### config.mk
export PLATFORM = sky130hd
export DESIGN_NAME = dpssh_device_flat
export DESIGN_NICKNAME = d
export VERILOG_FILES = /design/src/dpssh_pkg.sv /design/src/dpssh_link_if.sv /design/src/dpssh_device.sv /design/src/flat_wrapper.sv
export VERILOG_INCLUDE_DIRS = /design/src
export SDC_FILE = /design/constraint.sdc
export NUM_CORES = 1
export LEC_CHECK = 0
export BUFFER_PORTS_ARGS = -buffer_cell sky130_fd_sc_hd__buf_2
export CORE_ASPECT_RATIO = 1.5
export CORE_MARGIN = 2
export CORE_UTILIZATION = 35
export CTS_CLUSTER_SIZE = 14
export DETAILED_ROUTE_END_ITERATION = 6
export SYNTH_ARGS = -nofsm -noshare
export SYNTH_HDL_FRONTEND = slang
export SYNTH_SLANG_ARGS = --single-unit
### constraint.sdc
create_clock -name i_ref_clk -period 2.1 [get_ports i_ref_clk]
set_input_delay 0.21 -clock i_ref_clk [delete_from_list [all_inputs] [get_ports i_ref_clk]]
set_output_delay 0.21 -clock i_ref_clk [all_outputs]
set_load 0.01 [all_outputs]
### src/dpssh_regs.svh
`ifndef DPSSH_REGS_SVH
`define DPSSH_REGS_SVH

// ----------------------------------------------------------------
// Global control command cell
// ----------------------------------------------------------------
`define DPSSH_GC_CELL_OFS    8'h3C
`define DPSSH_GC_CELL_RST    8'h00
`define DPSSH_GC_BIT_CLEAR   1
`define DPSSH_GC_BIT_UNFRZ   2
`define DPSSH_GC_BIT_FRZ     3
`define DPSSH_GC_BIT_UNSYNC  4
`define DPSSH_GC_BIT_SYNC    5
`define DPSSH_GC_RES_MASK    8'hC1
`define DPSSH_PUB_MIN_LEN    8'h08

// ----------------------------------------------------------------
// Controller software registers
// ----------------------------------------------------------------
`define DPSSH_OFS_MODE       8'h00
`define DPSSH_OFS_ACTION     8'h04
`define DPSSH_OFS_DIN        8'h08
`define DPSSH_OFS_CFG        8'h0C
`define DPSSH_OFS_TEL        8'h10
`define DPSSH_OFS_TEL_DATA   8'h14
`define DPSSH_OFS_RSP_DATA   8'h18
`define DPSSH_OFS_RSP_INFO   8'h1C
`define DPSSH_OFS_DOUT_U     8'h20
`define DPSSH_OFS_STATUS     8'h24
`define DPSSH_MODE_RST       2'h0
`define DPSSH_MODE_SYNC_EN   0
`define DPSSH_MODE_FRZ_EN    1
`define DPSSH_ACT_OFFLINE    0
`define DPSSH_ACT_CFG_CHG    1
`define DPSSH_ACT_NEW_DIN    2
`define DPSSH_ACT_NEXT_DOUT  3
`define DPSSH_ACT_IRQ_ACK    4
`define DPSSH_ACT_DOUT_ZERO  5

`endif

### src/dpssh_pkg.sv
`default_nettype none

package dpssh_pkg;

    // ------------------------------------------------------------
    // Service kinds on the link
    // ------------------------------------------------------------
    typedef enum logic [2:0] {
        SVC_NONE,
        SVC_WRITE_READ,
        SVC_READ_IN,
        SVC_READ_OUT,
        SVC_GET_CFG,
        SVC_GLOBAL,
        SVC_SET_PRM,
        SVC_BCAST_IN
    } dpssh_svc_t;

    typedef logic [1:0] dpssh_idx_t;

    // Group zero addresses every station
    function automatic logic group_hit(input logic [7:0] sel,
                                       input logic [7:0] grp);
        return (sel == 8'h00) || ((sel & grp) != 8'h00);
    endfunction : group_hit

    // Buffer index 0..2 as pointer code 1..3
    function automatic logic [1:0] ptr_code(input dpssh_idx_t idx);
        return 2'(idx + 2'h1);
    endfunction : ptr_code

endpackage : dpssh_pkg

`default_nettype wire

### src/dpssh_link_if.sv
`default_nettype none

interface dpssh_link_if
    import dpssh_pkg::*;
#(
    parameter int DATA_W = 32
);
    // Telegram from the master
    logic              req_valid;
    dpssh_svc_t        req_svc;
    logic [7:0]        req_b0;
    logic [7:0]        req_b1;
    logic [7:0]        req_len;
    logic [DATA_W-1:0] req_data;
    // Response to the master
    logic              rsp_valid;
    dpssh_svc_t        rsp_svc;
    logic              rsp_bcast;
    logic [DATA_W-1:0] rsp_data;
    // Local processor orders
    logic              sync_en;
    logic              freeze_en;
    logic              go_offline;
    logic              cfg_write;
    logic              cfg_change;
    logic [DATA_W-1:0] cfg_data;
    logic              new_din;
    logic [DATA_W-1:0] din_data;
    logic              next_dout;
    logic              dout_zero;
    logic              irq_ack;
    // Local processor view
    logic [7:0]        gc_cell;
    logic              gc_irq;
    logic [DATA_W-1:0] dout_u_data;
    logic [3:0]        dout_stat;
    logic [1:0]        din_u_ptr;
    logic              sync_mode;
    logic              freeze_mode;
    logic              offline;

    modport device (
        input  req_valid, req_svc, req_b0, req_b1, req_len, req_data,
        output rsp_valid, rsp_svc, rsp_bcast, rsp_data,
        input  sync_en, freeze_en, go_offline, cfg_write, cfg_change,
        input  cfg_data, new_din, din_data, next_dout, dout_zero, irq_ack,
        output gc_cell, gc_irq, dout_u_data, dout_stat, din_u_ptr,
        output sync_mode, freeze_mode, offline
    );

    modport ctrl (
        output req_valid, req_svc, req_b0, req_b1, req_len, req_data,
        input  rsp_valid, rsp_svc, rsp_bcast, rsp_data,
        output sync_en, freeze_en, go_offline, cfg_write, cfg_change,
        output cfg_data, new_din, din_data, next_dout, dout_zero, irq_ack,
        input  gc_cell, gc_irq, dout_u_data, dout_stat, din_u_ptr,
        input  sync_mode, freeze_mode, offline
    );

endinterface : dpssh_link_if

`default_nettype wire

### src/dpssh_device.sv
// Operation
// Store command, check group
// Clear zeroes D output, moves it
// Unfreeze resumes input exchanges
// Freeze fetches input, holds it
// Sync moves outputs; Unsync cancels
// Bits 0, 6, 7 do nothing
// Changed command raises interrupt
// Cell resets to zero, readable
// Sync, Freeze need mode enables
// Read inputs takes only new input
// Freeze mode blocks input exchange
// Read outputs returns user buffer
// Processor zeroes user outputs first
// Repeated read shows swapped buffer
// Alternate config written, then swapped
// Config change sends device offline; here only the Offline action bit does, cfg_change just swaps config
// Long parameters make a publisher
// Foreign broadcast data ignored
// Sync mode holds outputs until Sync/Unsync
// Power-on, leave, clear zero outputs
`default_nettype none
`include "dpssh_regs.svh"

module dpssh_device
    import dpssh_pkg::*;
#(
    parameter int DATA_W = 32
) (
    // Clock and reset
    input  wire logic       i_ref_clk,
    input  wire logic       i_rst_n,
    // Link to master and local processor
    dpssh_link_if.device    link,
    // Station settings
    input  wire logic [7:0] i_group_addr,
    output logic            o_publisher
);

    // ------------------------------------------------------------
    // Storage
    // ------------------------------------------------------------
    logic [DATA_W-1:0] dout_mem [0:2];
    logic [DATA_W-1:0] din_mem  [0:2];
    logic [DATA_W-1:0] cfg_mem  [0:1];
    dpssh_idx_t        do_u_r, do_n_r, do_d_r;
    dpssh_idx_t        do_u_nxt, do_n_nxt, do_d_nxt;
    dpssh_idx_t        di_u_r, di_n_r, di_d_r;
    dpssh_idx_t        di_u_nxt, di_n_nxt, di_d_nxt;
    logic              do_new_r, do_new_nxt;
    logic              n_clr_r, n_clr_nxt;
    logic              di_new_r, di_new_nxt;
    logic [3:0]        do_stat_nxt;
    logic              cfg_sel_r;
    logic              offline_r;
    logic [7:0]        prm_len_r;

    // ------------------------------------------------------------
    // Telegram decode
    // ------------------------------------------------------------
    wire logic [7:0] cmd = link.req_b0 & ~`DPSSH_GC_RES_MASK;
    wire logic online    = link.req_valid && !offline_r;
    // Foreign broadcasts decode to nothing
    wire logic gc_go     = online && link.req_svc == SVC_GLOBAL
                           && group_hit(link.req_b1, i_group_addr);
    wire logic wr_go     = online && link.req_svc == SVC_WRITE_READ;
    wire logic ri_go     = online && link.req_svc == SVC_READ_IN;
    wire logic ro_go     = online && link.req_svc == SVC_READ_OUT;
    wire logic cfg_go    = link.req_valid && link.req_svc == SVC_GET_CFG;
    wire logic prm_go    = link.req_valid && link.req_svc == SVC_SET_PRM;
    wire logic rsp_go    = wr_go || ri_go || ro_go || cfg_go;

    wire logic do_clear  = gc_go && cmd[`DPSSH_GC_BIT_CLEAR];
    wire logic do_unfrz  = gc_go && cmd[`DPSSH_GC_BIT_UNFRZ];
    wire logic do_frz    = gc_go && cmd[`DPSSH_GC_BIT_FRZ]
                           && link.freeze_en;
    wire logic do_unsync = gc_go && cmd[`DPSSH_GC_BIT_UNSYNC]
                           && link.sync_en;
    wire logic do_sync   = gc_go && cmd[`DPSSH_GC_BIT_SYNC]
                           && link.sync_en;
    wire logic leave     = link.go_offline;
    wire logic clear_out = do_clear || leave;
    // Sync mode keeps writes in D
    wire logic swap_out  = clear_out || do_sync || do_unsync
                           || (wr_go && !link.sync_mode);
    wire logic fetch_in  = di_new_r && (do_frz
                           || ((wr_go || ri_go) && !link.freeze_mode));
    wire logic gc_change = gc_go && link.req_b0 != link.gc_cell;
    wire logic publish   = prm_len_r >= `DPSSH_PUB_MIN_LEN
                           && !offline_r;
    wire logic [DATA_W-1:0] rsp_word =
        ro_go  ? dout_mem[do_u_r] :
        cfg_go ? cfg_mem[cfg_sel_r] :
                 din_mem[di_d_nxt];

    // ------------------------------------------------------------
    // Output buffer rotation
    // ------------------------------------------------------------
    always_comb begin
        do_u_nxt    = do_u_r;
        do_n_nxt    = do_n_r;
        do_d_nxt    = do_d_r;
        do_new_nxt  = do_new_r;
        n_clr_nxt   = n_clr_r;
        do_stat_nxt = link.dout_stat;
        if (swap_out) begin
            do_n_nxt   = do_d_r;
            do_d_nxt   = do_n_r;
            do_new_nxt = 1'b1;
            n_clr_nxt  = clear_out;
        end
        if (link.next_dout) begin
            if (do_new_nxt) begin
                do_stat_nxt = {n_clr_nxt, 1'b1, ptr_code(do_n_nxt)};
                do_n_nxt    = do_u_nxt;
                do_u_nxt    = swap_out ? do_d_r : do_n_r;
                do_new_nxt  = 1'b0;
                n_clr_nxt   = 1'b0;
            end else begin
                do_stat_nxt = {2'b00, ptr_code(do_u_nxt)};
            end
        end
    end

    // ------------------------------------------------------------
    // Input buffer rotation
    // ------------------------------------------------------------
    always_comb begin
        di_u_nxt   = di_u_r;
        di_n_nxt   = di_n_r;
        di_d_nxt   = di_d_r;
        di_new_nxt = di_new_r;
        if (fetch_in) begin
            di_d_nxt   = di_n_r;
            di_n_nxt   = di_d_r;
            di_new_nxt = 1'b0;
        end
        if (link.new_din) begin
            di_u_nxt   = di_n_nxt;
            di_n_nxt   = di_u_r;
            di_new_nxt = 1'b1;
        end
    end

    // ------------------------------------------------------------
    // Buffer contents
    // ------------------------------------------------------------
    always_ff @(posedge i_ref_clk or negedge i_rst_n) begin
        if (!i_rst_n) begin
            for (int k = 0; k < 3; k++) begin
                dout_mem[k] <= '0;
                din_mem[k]  <= '0;
            end
            cfg_mem[0] <= '0;
            cfg_mem[1] <= '0;
        end else begin
            if (wr_go) begin
                dout_mem[do_d_r] <= link.req_data;
            end
            if (clear_out) begin
                dout_mem[do_d_r] <= '0;
            end
            if (link.dout_zero) begin
                dout_mem[do_u_r] <= '0;
            end
            if (link.new_din) begin
                din_mem[di_u_r] <= link.din_data;
            end
            if (link.cfg_write) begin
                cfg_mem[~cfg_sel_r] <= link.cfg_data;
            end
        end
    end

    // ------------------------------------------------------------
    // Buffer pointers
    // ------------------------------------------------------------
    // Reset leaves a cleared buffer in N
    always_ff @(posedge i_ref_clk or negedge i_rst_n) begin
        if (!i_rst_n) begin
            {do_u_r, do_n_r, do_d_r} <= {2'h0, 2'h1, 2'h2};
            {di_u_r, di_n_r, di_d_r} <= {2'h0, 2'h1, 2'h2};
            do_new_r       <= 1'b1;
            n_clr_r        <= 1'b1;
            di_new_r       <= 1'b0;
            link.dout_stat <= 4'h0;
            link.din_u_ptr <= 2'h1;
        end else begin
            {do_u_r, do_n_r, do_d_r} <= {do_u_nxt, do_n_nxt, do_d_nxt};
            {di_u_r, di_n_r, di_d_r} <= {di_u_nxt, di_n_nxt, di_d_nxt};
            do_new_r       <= do_new_nxt;
            n_clr_r        <= n_clr_nxt;
            di_new_r       <= di_new_nxt;
            link.dout_stat <= do_stat_nxt;
            link.din_u_ptr <= ptr_code(di_u_nxt);
        end
    end

    // ------------------------------------------------------------
    // Global control state and configuration
    // ------------------------------------------------------------
    always_ff @(posedge i_ref_clk or negedge i_rst_n) begin
        if (!i_rst_n) begin
            link.gc_cell     <= `DPSSH_GC_CELL_RST;
            link.gc_irq      <= 1'b0;
            link.sync_mode   <= 1'b0;
            link.freeze_mode <= 1'b0;
            link.offline     <= 1'b1;
            offline_r        <= 1'b1;
            prm_len_r        <= 8'h00;
            cfg_sel_r        <= 1'b0;
        end else begin
            if (gc_go) begin
                link.gc_cell <= link.req_b0;
            end
            // Set wins over acknowledge
            link.gc_irq <= gc_change || (link.gc_irq && !link.irq_ack);
            if (do_unsync || leave) begin
                link.sync_mode <= 1'b0;
            end else if (do_sync) begin
                link.sync_mode <= 1'b1;
            end
            if (do_unfrz || leave) begin
                link.freeze_mode <= 1'b0;
            end else if (do_frz) begin
                link.freeze_mode <= 1'b1;
            end
            if (leave) begin
                offline_r    <= 1'b1;
                link.offline <= 1'b1;
                prm_len_r    <= 8'h00;
            end else if (prm_go) begin
                offline_r    <= 1'b0;
                link.offline <= 1'b0;
                prm_len_r    <= link.req_len;
            end
            if (link.cfg_change) begin
                cfg_sel_r <= ~cfg_sel_r;
            end
        end
    end

    // ------------------------------------------------------------
    // Responses
    // ------------------------------------------------------------
    always_ff @(posedge i_ref_clk or negedge i_rst_n) begin
        if (!i_rst_n) begin
            link.rsp_valid   <= 1'b0;
            link.rsp_svc     <= SVC_NONE;
            link.rsp_bcast   <= 1'b0;
            link.rsp_data    <= '0;
            link.dout_u_data <= '0;
            o_publisher      <= 1'b0;
        end else begin
            link.rsp_valid   <= rsp_go;
            link.rsp_svc     <= rsp_go ? link.req_svc : SVC_NONE;
            link.rsp_bcast   <= wr_go && publish;
            link.rsp_data    <= rsp_go ? rsp_word : '0;
            link.dout_u_data <= dout_mem[do_u_r];
            o_publisher      <= publish;
        end
    end

endmodule : dpssh_device

`default_nettype wire

### src/flat_wrapper.sv
// flat-port wrapper written by rule: the top's interface ports become plain ports
module dpssh_device_flat import dpssh_pkg::*;
#(
    parameter int DATA_W = 32
)
  (i_ref_clk, i_rst_n, i_group_addr, o_publisher, link_req_valid, link_req_svc, link_req_b0, link_req_b1, link_req_len, link_req_data, link_rsp_valid, link_rsp_svc, link_rsp_bcast, link_rsp_data, link_sync_en, link_freeze_en, link_go_offline, link_cfg_write, link_cfg_change, link_cfg_data, link_new_din, link_din_data, link_next_dout, link_dout_zero, link_irq_ack, link_gc_cell, link_gc_irq, link_dout_u_data, link_dout_stat, link_din_u_ptr, link_sync_mode, link_freeze_mode, link_offline);
  dpssh_link_if #(.DATA_W(DATA_W)) link_i ();
  input  wire logic i_ref_clk;
  input  wire logic i_rst_n;
  input  wire logic [7:0] i_group_addr;
  output logic o_publisher;
  input wire logic [$bits(link_i.req_valid)-1:0] link_req_valid;
  input wire logic [$bits(link_i.req_svc)-1:0] link_req_svc;
  input wire logic [$bits(link_i.req_b0)-1:0] link_req_b0;
  input wire logic [$bits(link_i.req_b1)-1:0] link_req_b1;
  input wire logic [$bits(link_i.req_len)-1:0] link_req_len;
  input wire logic [$bits(link_i.req_data)-1:0] link_req_data;
  output wire logic [$bits(link_i.rsp_valid)-1:0] link_rsp_valid;
  output wire logic [$bits(link_i.rsp_svc)-1:0] link_rsp_svc;
  output wire logic [$bits(link_i.rsp_bcast)-1:0] link_rsp_bcast;
  output wire logic [$bits(link_i.rsp_data)-1:0] link_rsp_data;
  input wire logic [$bits(link_i.sync_en)-1:0] link_sync_en;
  input wire logic [$bits(link_i.freeze_en)-1:0] link_freeze_en;
  input wire logic [$bits(link_i.go_offline)-1:0] link_go_offline;
  input wire logic [$bits(link_i.cfg_write)-1:0] link_cfg_write;
  input wire logic [$bits(link_i.cfg_change)-1:0] link_cfg_change;
  input wire logic [$bits(link_i.cfg_data)-1:0] link_cfg_data;
  input wire logic [$bits(link_i.new_din)-1:0] link_new_din;
  input wire logic [$bits(link_i.din_data)-1:0] link_din_data;
  input wire logic [$bits(link_i.next_dout)-1:0] link_next_dout;
  input wire logic [$bits(link_i.dout_zero)-1:0] link_dout_zero;
  input wire logic [$bits(link_i.irq_ack)-1:0] link_irq_ack;
  output wire logic [$bits(link_i.gc_cell)-1:0] link_gc_cell;
  output wire logic [$bits(link_i.gc_irq)-1:0] link_gc_irq;
  output wire logic [$bits(link_i.dout_u_data)-1:0] link_dout_u_data;
  output wire logic [$bits(link_i.dout_stat)-1:0] link_dout_stat;
  output wire logic [$bits(link_i.din_u_ptr)-1:0] link_din_u_ptr;
  output wire logic [$bits(link_i.sync_mode)-1:0] link_sync_mode;
  output wire logic [$bits(link_i.freeze_mode)-1:0] link_freeze_mode;
  output wire logic [$bits(link_i.offline)-1:0] link_offline;
  assign link_i.req_valid = link_req_valid;
  assign link_i.req_svc = link_req_svc;
  assign link_i.req_b0 = link_req_b0;
  assign link_i.req_b1 = link_req_b1;
  assign link_i.req_len = link_req_len;
  assign link_i.req_data = link_req_data;
  assign link_rsp_valid = link_i.rsp_valid;
  assign link_rsp_svc = link_i.rsp_svc;
  assign link_rsp_bcast = link_i.rsp_bcast;
  assign link_rsp_data = link_i.rsp_data;
  assign link_i.sync_en = link_sync_en;
  assign link_i.freeze_en = link_freeze_en;
  assign link_i.go_offline = link_go_offline;
  assign link_i.cfg_write = link_cfg_write;
  assign link_i.cfg_change = link_cfg_change;
  assign link_i.cfg_data = link_cfg_data;
  assign link_i.new_din = link_new_din;
  assign link_i.din_data = link_din_data;
  assign link_i.next_dout = link_next_dout;
  assign link_i.dout_zero = link_dout_zero;
  assign link_i.irq_ack = link_irq_ack;
  assign link_gc_cell = link_i.gc_cell;
  assign link_gc_irq = link_i.gc_irq;
  assign link_dout_u_data = link_i.dout_u_data;
  assign link_dout_stat = link_i.dout_stat;
  assign link_din_u_ptr = link_i.din_u_ptr;
  assign link_sync_mode = link_i.sync_mode;
  assign link_freeze_mode = link_i.freeze_mode;
  assign link_offline = link_i.offline;
  dpssh_device #(.DATA_W(DATA_W)) u_core (.i_ref_clk(i_ref_clk), .i_rst_n(i_rst_n), .link(link_i), .i_group_addr(i_group_addr), .o_publisher(o_publisher));
endmodule
# Word-level counts from Yosys, hierarchy flattened
# Cells that the tools add are included.
classes:
  add_sub_neg: 3
  n_lt_le_gt_ge: 11
  n_eq_ne: 7
  muxes: 50
  bitwise: 12
  n_reduce_logical: 50
op_table:
  columns: ["operator", "count"]
  rows:
  - ["2-to-1 mux 32 bit", 14]
  - ["2-to-1 mux 96 bit", 3]
  - ["bitwise AND 96 bit", 2]
  - ["bitwise mux 96 bit", 2]
  - ["demux 32 bit (select 2 bit)", 3]
  - ["NOT 96 bit", 2]
  - ["binary-select mux 32 bit (select 2 bit)", 2]
  - ["bitwise mux 64 bit", 1]
  - ["demux 32 bit (select 1 bit)", 1]
  - ["logical AND 1 bit", 27]
  - ["2-to-1 mux 8 bit", 2]
  - ["2-to-1 mux 2 bit", 7]
  - ["2-to-1 mux 1 bit", 13]
  - [">= comparator 3 bit, second input constant", 4]
  - ["logical OR 1 bit", 12]
  - ["NOT 2 -> 3 bit", 4]
  - ["equality test 3 bit, second input constant", 3]
  - ["less-than comparator 3 x 1 -> 1 bit, second input constant", 3]
  - ["bitwise AND 8 bit", 1]
  - [">= comparator 8 x 4 -> 1 bit, second input constant", 1]
  - ["zero test 8 bit", 1]
  - ["inequality test 8 bit", 1]
  - ["nonzero test 2 bit", 4]
  - ["nonzero test 8 bit", 1]
  - ["11 further kinds", 19]
word_totals:
  reg_bits: 368
  inputBits: 143
  out_inout_bits: 88
  word_cells: 165

# Logic depth before layout (Yosys ltp)
# Gate-level depths: netlist of run 1.
logic_depth:
  ltp_word: 16
  depth_mapped: 10
  mapped_depth_nobuf: 7

# Least setup slack after synthesis of run 1
# Ideal clock, no wire load.
synth_timing:
  path_kind: "input -> register"
  startpoint: "input port link_req_svc[1]"
  endpoint: "register u_core.link.rsp_data[10]"
  setup_time_ps: 135
  arrival_time_ps: 2149
  required_ps: 1965
  path_slack_ps: -183
  stages: 10
  n_path_buf: 3
  cell_sequence: "buf_6 > nand4b_1 > or3_1 > a31o_1 > buf_6 > a21oi_4 > mux2i_4 > buf_6 > mux2i_1 > o31ai_1"
synth_via:
  elab_chain_cells: 15
  elab_cells_between_ends: 27
  classes_between: "5 x eq/ne; 7 x mux; 1 x bitwise; 14 x reduce/logical"
synth_lines:
  columns: ["element", "line", "source"]
  rows:
  - ["start, declared", "flat_wrapper.sv:13", "input wire logic [$bits(link_i.req_svc)-1:0] link_req_svc;"]
  - ["equality test 3 bit", "dpssh_device.sv:64", "wire logic gc_go = online && link.req_svc == SVC_GLOBAL"]
  - ["logical AND 1 bit", "dpssh_device.sv:64", null]
  - ["logical AND 1 bit", "dpssh_device.sv:65", "&& group_hit(link.req_b1, i_group_addr);"]
  - ["logical AND 1 bit (2 in series)", "dpssh_device.sv:75", "wire logic do_frz = gc_go && cmd[`DPSSH_GC_BIT_FRZ]"]
  - ["logical OR 1 bit", "dpssh_device.sv:87", "|| ((wr_go || ri_go) && !link.freeze_mode));"]
  - ["logical AND 1 bit", "dpssh_device.sv:86", "wire logic fetch_in = di_new_r && (do_frz"]
  - ["2-to-1 mux 2 bit", "dpssh_device.sv:133", "if (fetch_in) begin"]
  - ["NOT 2 -> 3 bit (implied by the code)", "dpssh_device.sv:94", "din_mem[di_d_nxt];"]
  - ["binary-select mux 32 bit (select 2 bit)", "dpssh_device.sv:94", null]
  - ["2-to-1 mux 32 bit (implied by the code) (2 in series)", "dpssh_device.sv:94", null]
  - ["2-to-1 mux 32 bit", "dpssh_device.sv:93", "cfg_go ? cfg_mem[cfg_sel_r] :"]
  - ["2-to-1 mux 32 bit", "dpssh_device.sv:92", "ro_go ? dout_mem[do_u_r] :"]
  - ["2-to-1 mux 32 bit (*)", "dpssh_device.sv:258", "link.rsp_data <= rsp_go ? rsp_word : '0;"]
  - ["end signal, assigned", "dpssh_device.sv:258", null]
  - ["end, declared", "dpssh_link_if.sv:44", "output rsp_valid, rsp_svc, rsp_bcast, rsp_data,"]
# Mark *: on every way between the ends. The rest lies on a longest branch, timed or not. The select of a mux whose other input is x is not followed.
# A chain may end at the register's enable or synchronous reset.

==> out/metrics.cfg, run 1 <==
[placed_design]
pre_cts_slack_ns=-0.287
place_congestion=0.810
placed_cells=2287
place_hpwl_um=35000
portBuffers=227

[hold_path]
hp-class=in -> reg

[run_status]
violations=setup timing
status=complete, but fails checks

[timing]
min_period_over_period_pct=107
rsz0062_at_grt=true
fin_crit_ns=2.24
relSlewSlack_pct=54.2
hold_viol=0
whs_ns=0.0391
slew_violations=0
setup_viol=36
max_freq_mhz=446
finalClockSkew_ns=0.0231
tightest_slew_ns=0.680
fin_ws_ns=-0.141

[cells_and_area]
nets=2009
areaGrowthSynthToFinish_pct=33.1
final_cell_mix=dfrtp_1, nand2_1, buf_2, mux2_2, a21oi_1
layoutNonFillerInstCount=2484
fin_util_pct=47.4
n_fill_cell=4217
drive_gt1_share_pct=35.0
final_common_cell=dfrtp_1

[job]
drv_cap=0

[setup_path]
ff2ff_setup_slack_ns=-0.14
critical-path-slowest-cell=dfstp_2
path_cells=or3_1 -> a31o_1 -> a21oi_4 -> mux2i_4 -> buf_6 -> buf_12 -> mux2i_1 -> o31ai_2
path_class=reg -> reg
worstPathArrival_ns=2.65
max_stage_delay_ns=0.40
crit_required_ns=2.51
crit_fanout=5
end_kind=register
worstSetupStartpointType=register

[synth]
syn_avg_cell_area_um2=11.1
syn_inst=1472
yosysWarningCount=0
synthArstFlopShare_pct=100
yosysUniqueCellTypes=52
synth-edff-count=0
ys_seq_area_share_pct=56.0
synth_ff_type=dfrtp_1
ys_ff_latch=365
syn-num-nets=1615
netlist_area_um2=16300

[global_routing]
grt_pass1_wl_um=79800
antenna_found_initial=2
grt_max_degree=65
grt_pass1_vias=13700
overflow=0
grt_usage_pct=21.1

[floorplan]
fp.coreArea_um2=45900
die_y_um=269
dieArea_um2=48400
row_count=96
start_util_pct=35.6
dieWidth_um=180
io_pins=231

[cts]
cts_tree=yes
clk_latency_ns=0.55
cts.clk_slew.worst_paths_ns=0.06
clockRootBuffer=clkbuf_16
htreeDepth=2
cts_buffers=37
cts_buffer_depth=3
clock-sinks=365

[routing]
viasPerCell=5.26
wirelength_um=52400
routed.top_layer=met5
wl_per_cell_um=21.1
drt_first_iter_violations=872
drt-met1-wl_um=21000
route.detailed.drc=0
vias=13100
ant_nets=0
wl_met2_um=27500
wl_met3_um=2270
detail_route.first_pass.iterations=7

[pwr]
p_comb_share_pct=26.2
leakagePower_nw=9.91
ir_drop_mv=0.583
power_per_cell_area_nw_per_um2=1050
netSwitchingPower_mw=6.60
power_frac_clock_pct=30.3
internal-power_mw=16.2
seqPwrFrac_pct=43.5
p_sw_share_pct=28.9

routing by layer:
| layer | track usage, % | up-vias |
|---|---|---|
| met5 | 0 | - |
| met4 | 7.56 | 2 |
| met1 | 25.9 | 6589 |
| met2 | 38.3 | 403 |
| met3 | 2.42 | 81 |
| li1 | - | 5994 |
worst paths after layout:
| check | start | endpoint | depth (start not counted) |
|---|---|---|---|
| setup / recovery | u_core.link.offline | u_core.link.rsp_data[7] | 8 |
| hold / removal | link_go_offline | u_core.prm_len_r[3] | 2 |
| setup reg to reg | u_core.link.offline | u_core.link.rsp_data[7] | 8 |
| hold reg to reg | u_core.cfg_mem[42] | u_core.cfg_mem[42] | 1 |
| max in group asynchronous | i_rst_n | u_core.di_d_r[1] | 3 |
| min in group asynchronous | i_rst_n | u_core.link.gc_cell[3] | 2 |
registers in the layout, summed over array words and instances (netlist names), 3 cells and up:
signal and flops:
u_core.din_mem 96, u_core.dout_mem 96, u_core.cfg_mem 64, u_core.link.dout_u_data 32
u_core.link.rsp_data 32, u_core.link.gc_cell 8, u_core.prm_len_r 5, u_core.link.dout_stat 4
u_core.link.rsp_svc 3
cell type report:
type	instances	area, µm²	share of cell area [%]
Tap cell	588	736	3.38
Timing Repair Buffer	465	3660	16.8
Antenna cell	1	2.50	0.0115
Sequential cell	365	9150	42.1
Inverter	14	52.6	0.242
Multi-Input combinational cell	983	6860	31.6
Clock buffer	57	1130	5.22
Clock inverter	11	144	0.662
cell usage after synthesis, types with 7 or more instances:
| cell | count | area (µm²) |
|---|---|---|
| a21oi_1 | 172 | 861 |
| a31oi_1 | 34 | 213 |
| and3_1 | 34 | 213 |
| buf_1 | 14 | 52.6 |
| clkbuf_1 | 88 | 330 |
| dfrtp_1 | 357 | 8930 |
| dfstp_2 | 8 | 210 |
| inv_1 | 13 | 48.8 |
| mux2_2 | 202 | 2270 |
| mux2i_1 | 70 | 701 |
| nand2_1 | 243 | 912 |
| nand3_1 | 8 | 40.0 |
| nor2_1 | 16 | 60.1 |
| nor2b_1 | 7 | 43.8 |
| o211ai_1 | 33 | 248 |
| o21ai_0 | 69 | 345 |
| o31ai_1 | 31 | 233 |
| xnor2_1 | 10 | 87.6 |
cell families (layout without fill, tap and decap cells):
logic type | Yosys count | after routing | synth area share, %
AOI/OAI and AO/OA | 367 | 367 | 13.2
DFF | 365 | 365 | 56.0
and+or+nand+nor | 331 | 331 | 8.70
muxes | 273 | 273 | 18.4
buffers and inverters | 124 | 547 | 3.10
xor gates and xnor gates | 12 | 12 | 0.644
other | 0 | 1 | 0
what timing repair did:
item,in CTS,in global routing
setup endpoints to repair,37,133
buffers inserted,2,5
pin swaps,3,13
hold buffers,117,0
cloned,1,3
gates resized for setup,5,30
endpoints found under the hold margin,320,0
worst max-delay path, delay by kind of cell, from the launching register on:
kind                   cells  cell delay [ns]
buffers and inverters      2             0.31
flip-flops                 1             0.40
multiplexers               2             0.53
AND/OR/NAND/NOR            1             0.32
AO/OA/AOI/OAI              3             0.55
through the flow:
step / instance area (µm²) / TNS, ns / total power [mW]
2_1_floorplan: 16300 / -5.18 / 13.4
3_3_place_gp: 19000 / -17.64 / 15.2
3_5_place_dp: 19000 / -21.93 / 15.5
4_1_cts: 21500 / -3.37 / 22.7
5_1_grt: 21700 / -6.58 / 23.9
6_report: 21700 / -3.34 / 22.8
power by group through the flow:
stage / clock [mW] / sequential (mW) / combinational [mW]
floorplan: 0 / 9.63 / 3.76
global placement: 0 / 9.84 / 5.40
detailed placement: 0 / 9.96 / 5.55
CTS: 7.07 / 9.84 / 5.76
global route: 7.37 / 10.1 / 6.39
finish: 6.92 / 9.92 / 5.97
Note: power is estimated with default switching activity, not from simulation.
==> run 2: changes to the inputs <==
--- a/config.mk
+++ b/config.mk
@@ -6,12 +6,14 @@
 export SDC_FILE = /design/constraint.sdc
 export NUM_CORES = 1
 export LEC_CHECK = 0
+export ABC_AREA = 1
 export BUFFER_PORTS_ARGS = -buffer_cell sky130_fd_sc_hd__buf_2
 export CORE_ASPECT_RATIO = 1.5
 export CORE_MARGIN = 2
 export CORE_UTILIZATION = 35
 export CTS_CLUSTER_SIZE = 14
 export DETAILED_ROUTE_END_ITERATION = 6
+export PLACE_DENSITY = 0.6
 export SYNTH_ARGS = -nofsm -noshare
 export SYNTH_HDL_FRONTEND = slang
 export SYNTH_SLANG_ARGS = --single-unit
==> out/metrics.cfg, run 2 <==
[pwr]
ir_drop_mv=1.03  ; was 0.583 mV
power_per_cell_area_nw_per_um2=1120  ; was 1050 nW/µm²
leakagePower_nw=10.3  ; was 9.91 nW

[synth]
ys_seq_area_share_pct=57.0  ; was 56.0%
ys_ff_latch=365  ; unchanged
synthSimpleGateAreaFrac_pct=20.7  ; was 8.70%
syn_inst=1940  ; was 1,472
synth-xor-area-share_pct=0.546  ; was 0.644%
synthArstFlopShare_pct=100  ; unchanged
synth_top_family_by_area=simple AND/OR/NAND/NOR gates  ; was multiplexers
syn_avg_cell_area_um2=8.28  ; was 11.1 µm²
synth-edff-count=0  ; unchanged
syn-num-nets=2083  ; was 1,615
synth_area_leader_cell=dfrtp_1  ; unchanged
muxShareOfSynthArea_pct=0  ; was 18.4%
synth_ff_type=dfrtp_1  ; unchanged
synth_most_common_cell=nand2_1  ; was dfrtp_1
yosysWarningCount=0  ; unchanged
synth_top_cell_area_share_pct=55.6  ; was 54.7%
synth_common_cells=nand2_1, dfrtp_1, o21ai_0  ; was dfrtp_1, nand2_1, mux2_2
synth_compound_area_share_pct=15.5  ; was 13.2%
synth_fa_ha_area_share_pct=0  ; unchanged
netlist_area_um2=16100  ; was 16,300 µm²
yosysUniqueCellTypes=32  ; was 52
synth_area_leaders=dfrtp_1, nand2_1, o21ai_0  ; was dfrtp_1, mux2_2, nand2_1

[floorplan]
dieArea_um2=47600  ; was 48,400 µm²
die_y_um=266  ; was 269 µm
io_pins=231  ; unchanged
start_util_pct=35.3  ; was 35.6%
fp.coreArea_um2=45500  ; was 45,900 µm²
dieWidth_um=179  ; was 180 µm
row_count=96  ; unchanged

[setup_path]
end_kind=register  ; unchanged
critical-path-slowest-cell=dfstp_2  ; unchanged
crit_fanout=9  ; was 5
crit_buf_inv=3  ; was 2
max_stage_delay_ns=0.38  ; was 0.40 ns
worstPathArrival_ns=2.60  ; was 2.65 ns
startpoint=u_core.link.offline  ; unchanged
cp_num_cells=13  ; was 8
worstSetupStartpointType=register  ; unchanged
path_delay_family=simple AND/OR/NAND/NOR gates  ; was compound AO/OA/AOI/OAI gates
crit_required_ns=2.58  ; was 2.51 ns
rr_startpoint=u_core.link.offline  ; unchanged
worst-r2r-cell-count=13  ; was 8
path_class=reg -> reg  ; unchanged
path_cells=inv_2 -> nand2_2 -> buf_6 -> nor3b_4 -> nand4_2 -> nand2_4 -> nand2_8 -> nand2_8 -> clkbuf_16 -> nand3_1 -> a21oi_1 -> nand2_1 -> a21oi_1  ; was or3_1 -> a31o_1 -> a21oi_4 -> mux2i_4 -> buf_6 -> buf_12 -> mux2i_1 -> o31ai_2

[timing]
finalClockSkew_ns=0.0146  ; was 0.0231 ns
min_period_over_period_pct=101  ; was 107%
max_freq_mhz=470  ; was 446 MHz
fin_crit_ns=2.13  ; was 2.24 ns
whs_ns=-0.000945  ; was 0.0391 ns
fin_ws_ns=-0.0280  ; was -0.141 ns
rsz0062_at_grt=true  ; unchanged
setup-tns-final_ns=-0.0786  ; was -3.34 ns
tightest_slew_ns=0.665  ; was 0.680 ns
hold_viol=1  ; was 0
slew_violations=0  ; unchanged
relSlewSlack_pct=55.3  ; was 54.2%
setup_viol=4  ; was 36

[cts]
clock-sinks=365  ; unchanged
htreeDepth=2  ; unchanged
cts_tree=yes  ; unchanged
clockRootBuffer=clkbuf_16  ; unchanged
cts.clk_slew.worst_paths_ns=0.06  ; about the same
cts_buffers=39  ; was 37
clk_latency_ns=0.55  ; about the same
cts_buffer_depth=3  ; unchanged

[routing]
vias=14500  ; was 13.1k
ant_nets=0  ; unchanged
detail_route.first_pass.iterations=6  ; was 7
viasPerCell=4.99  ; was 5.26
wl_per_cell_um=17.5  ; was 21.1 µm
drt_first_iter_violations=1125  ; was 872
route.detailed.drc=0  ; unchanged
wirelength_um=50700  ; was 52,400 µm

[cells_and_area]
nets=2416  ; was 2,009
top_regs=u_core.din_mem (96), u_core.dout_mem (96), u_core.cfg_mem (64)  ; unchanged
final_cell_mix=nand2_1, dfrtp_1, o21ai_0, buf_2, nor2_1  ; was dfrtp_1, nand2_1, buf_2, mux2_2, a21oi_1
final_common_cell=nand2_1  ; was dfrtp_1
drive_gt1_share_pct=20.7  ; was 35.0%
fin_area_um2=21000  ; was 21,700 µm²
areaGrowthSynthToFinish_pct=30.9  ; was 33.1%

[run_status]
status=complete, but fails checks  ; unchanged
violations=hold timing, setup timing  ; was setup timing

[global_routing]
antenna_found_initial=7  ; was 2
grt_usage_pct=20.9  ; was 21.1%
grt_max_degree=99  ; was 65
grt_pass1_vias=14200  ; was 13.7k
grt_pass1_wl_um=77400  ; was 79,800 µm
overflow=0  ; unchanged

[placed_design]
place_congestion=0.842  ; was 0.810
place_hpwl_um=33400  ; was 35,000 µm
place_area_um2=18500  ; was 19,000 µm²
portBuffers=227  ; unchanged

[hold_path]
hp-start=link_din_data[3]  ; was link_go_offline
min_path_cells=3  ; was 2
hp-class=in -> reg  ; unchanged

[job]
drv_cap=0  ; unchanged

==> run 2: cell count changes after synthesis, moves of 8 or more <==
cell      change
nand2_1     +297
o21ai_0     +238
mux2_2      -202
nor2_1      +163
inv_1       +123
nand3_1      +81
mux2i_1      -70
a21oi_1      -43
a31oi_1      -34
and3_1       -34
o211ai_1     -33
buf_1         -9
clkbuf_1      +8
==> run 2: worst min-delay path, cell delays in order <==
cell and delay [ns]:
buf_2 0.07, inv_1 0.07, o21ai_0 0.15
==> run 2: worst paths after layout <==
check                      slack, ns                       end
min in group asynchronous       0.08        u_core.dout_mem[3]
hold / removal               -0.0009        u_core.din_mem[35]
setup / recovery               -0.03  u_core.link.rsp_data[16]
hold reg to reg                 0.48  u_core.link.dout_stat[2]
max in group asynchronous       1.22        u_core.din_mem[59]
setup reg to reg               -0.03  u_core.link.rsp_data[16]
==> run 2: cell families after synthesis <==
kind of cell           Yosys count
AO/OA/AOI/OAI                  476
XOR/XNOR                        10
buffers and inverters          260
flip-flops                     365
AND/OR/NAND/NOR                829
==> run 2: area by class of cell <==
cell class / count / area [µm²]
Sequential cell: 365 / 9140
Clock inverter: 14 / 181
Inverter: 144 / 548
Multi-Input combinational cell: 1315 / 6160
Antenna cell: 7 / 17.5
Fill cell: 4380 / 24500
Timing Repair Buffer: 408 / 3110
Tap cell: 588 / 736
Clock buffer: 55 / 1120
==> run 2: what timing repair did <==
| item | CTS | global route |
|---|---|---|
| gates cloned | 0 | 5 |
| endpoints found under the setup margin | 33 | 64 |
| gates resized for setup | 10 | 75 |
| pin swaps | 4 | 31 |
| setup buffers | 0 | 1 |
| hold endpoints to repair | 512 | 0 |
| hold buffers | 75 | 0 |
==> run 2: metal layers <==
metal / GRT usage [%] / share of wire (%) / up-vias
met5: 0 / 0 / -
met4: 9.01 / 4.2 / 0
met3: 3.24 / 5.7 / 85
met2: 35.1 / 49 / 472
met1: 26.4 / 41 / 6968
li1: - / - / 6928
==> run 2: power breakdown <==
part           total, mW  internal, mW  switching, mW  leakage [nW]
registers           9.92          8.86           1.06          4.75
clock network       7.04          4.10           2.93         0.637
logic               6.58          2.59           3.99          4.92
total               23.5          15.6           7.99          10.3
==> run 2: through the flow <==
step | worst slack (ns) | power [mW] | util (%) | cells
6_report | -0.0280 | 23.5 | 46.2 | 2896
4_1_cts | 0.00220 | 23.3 | 45.2 | 2883
2_1_floorplan | 0.0198 | 13.4 | - | 1940
5_1_grt | -0.142 | 24.9 | 46.2 | 2896
3_3_place_gp | -0.0861 | 15.8 | 40.7 | 2739
3_5_place_dp | -0.0849 | 16.0 | 40.7 | 2739
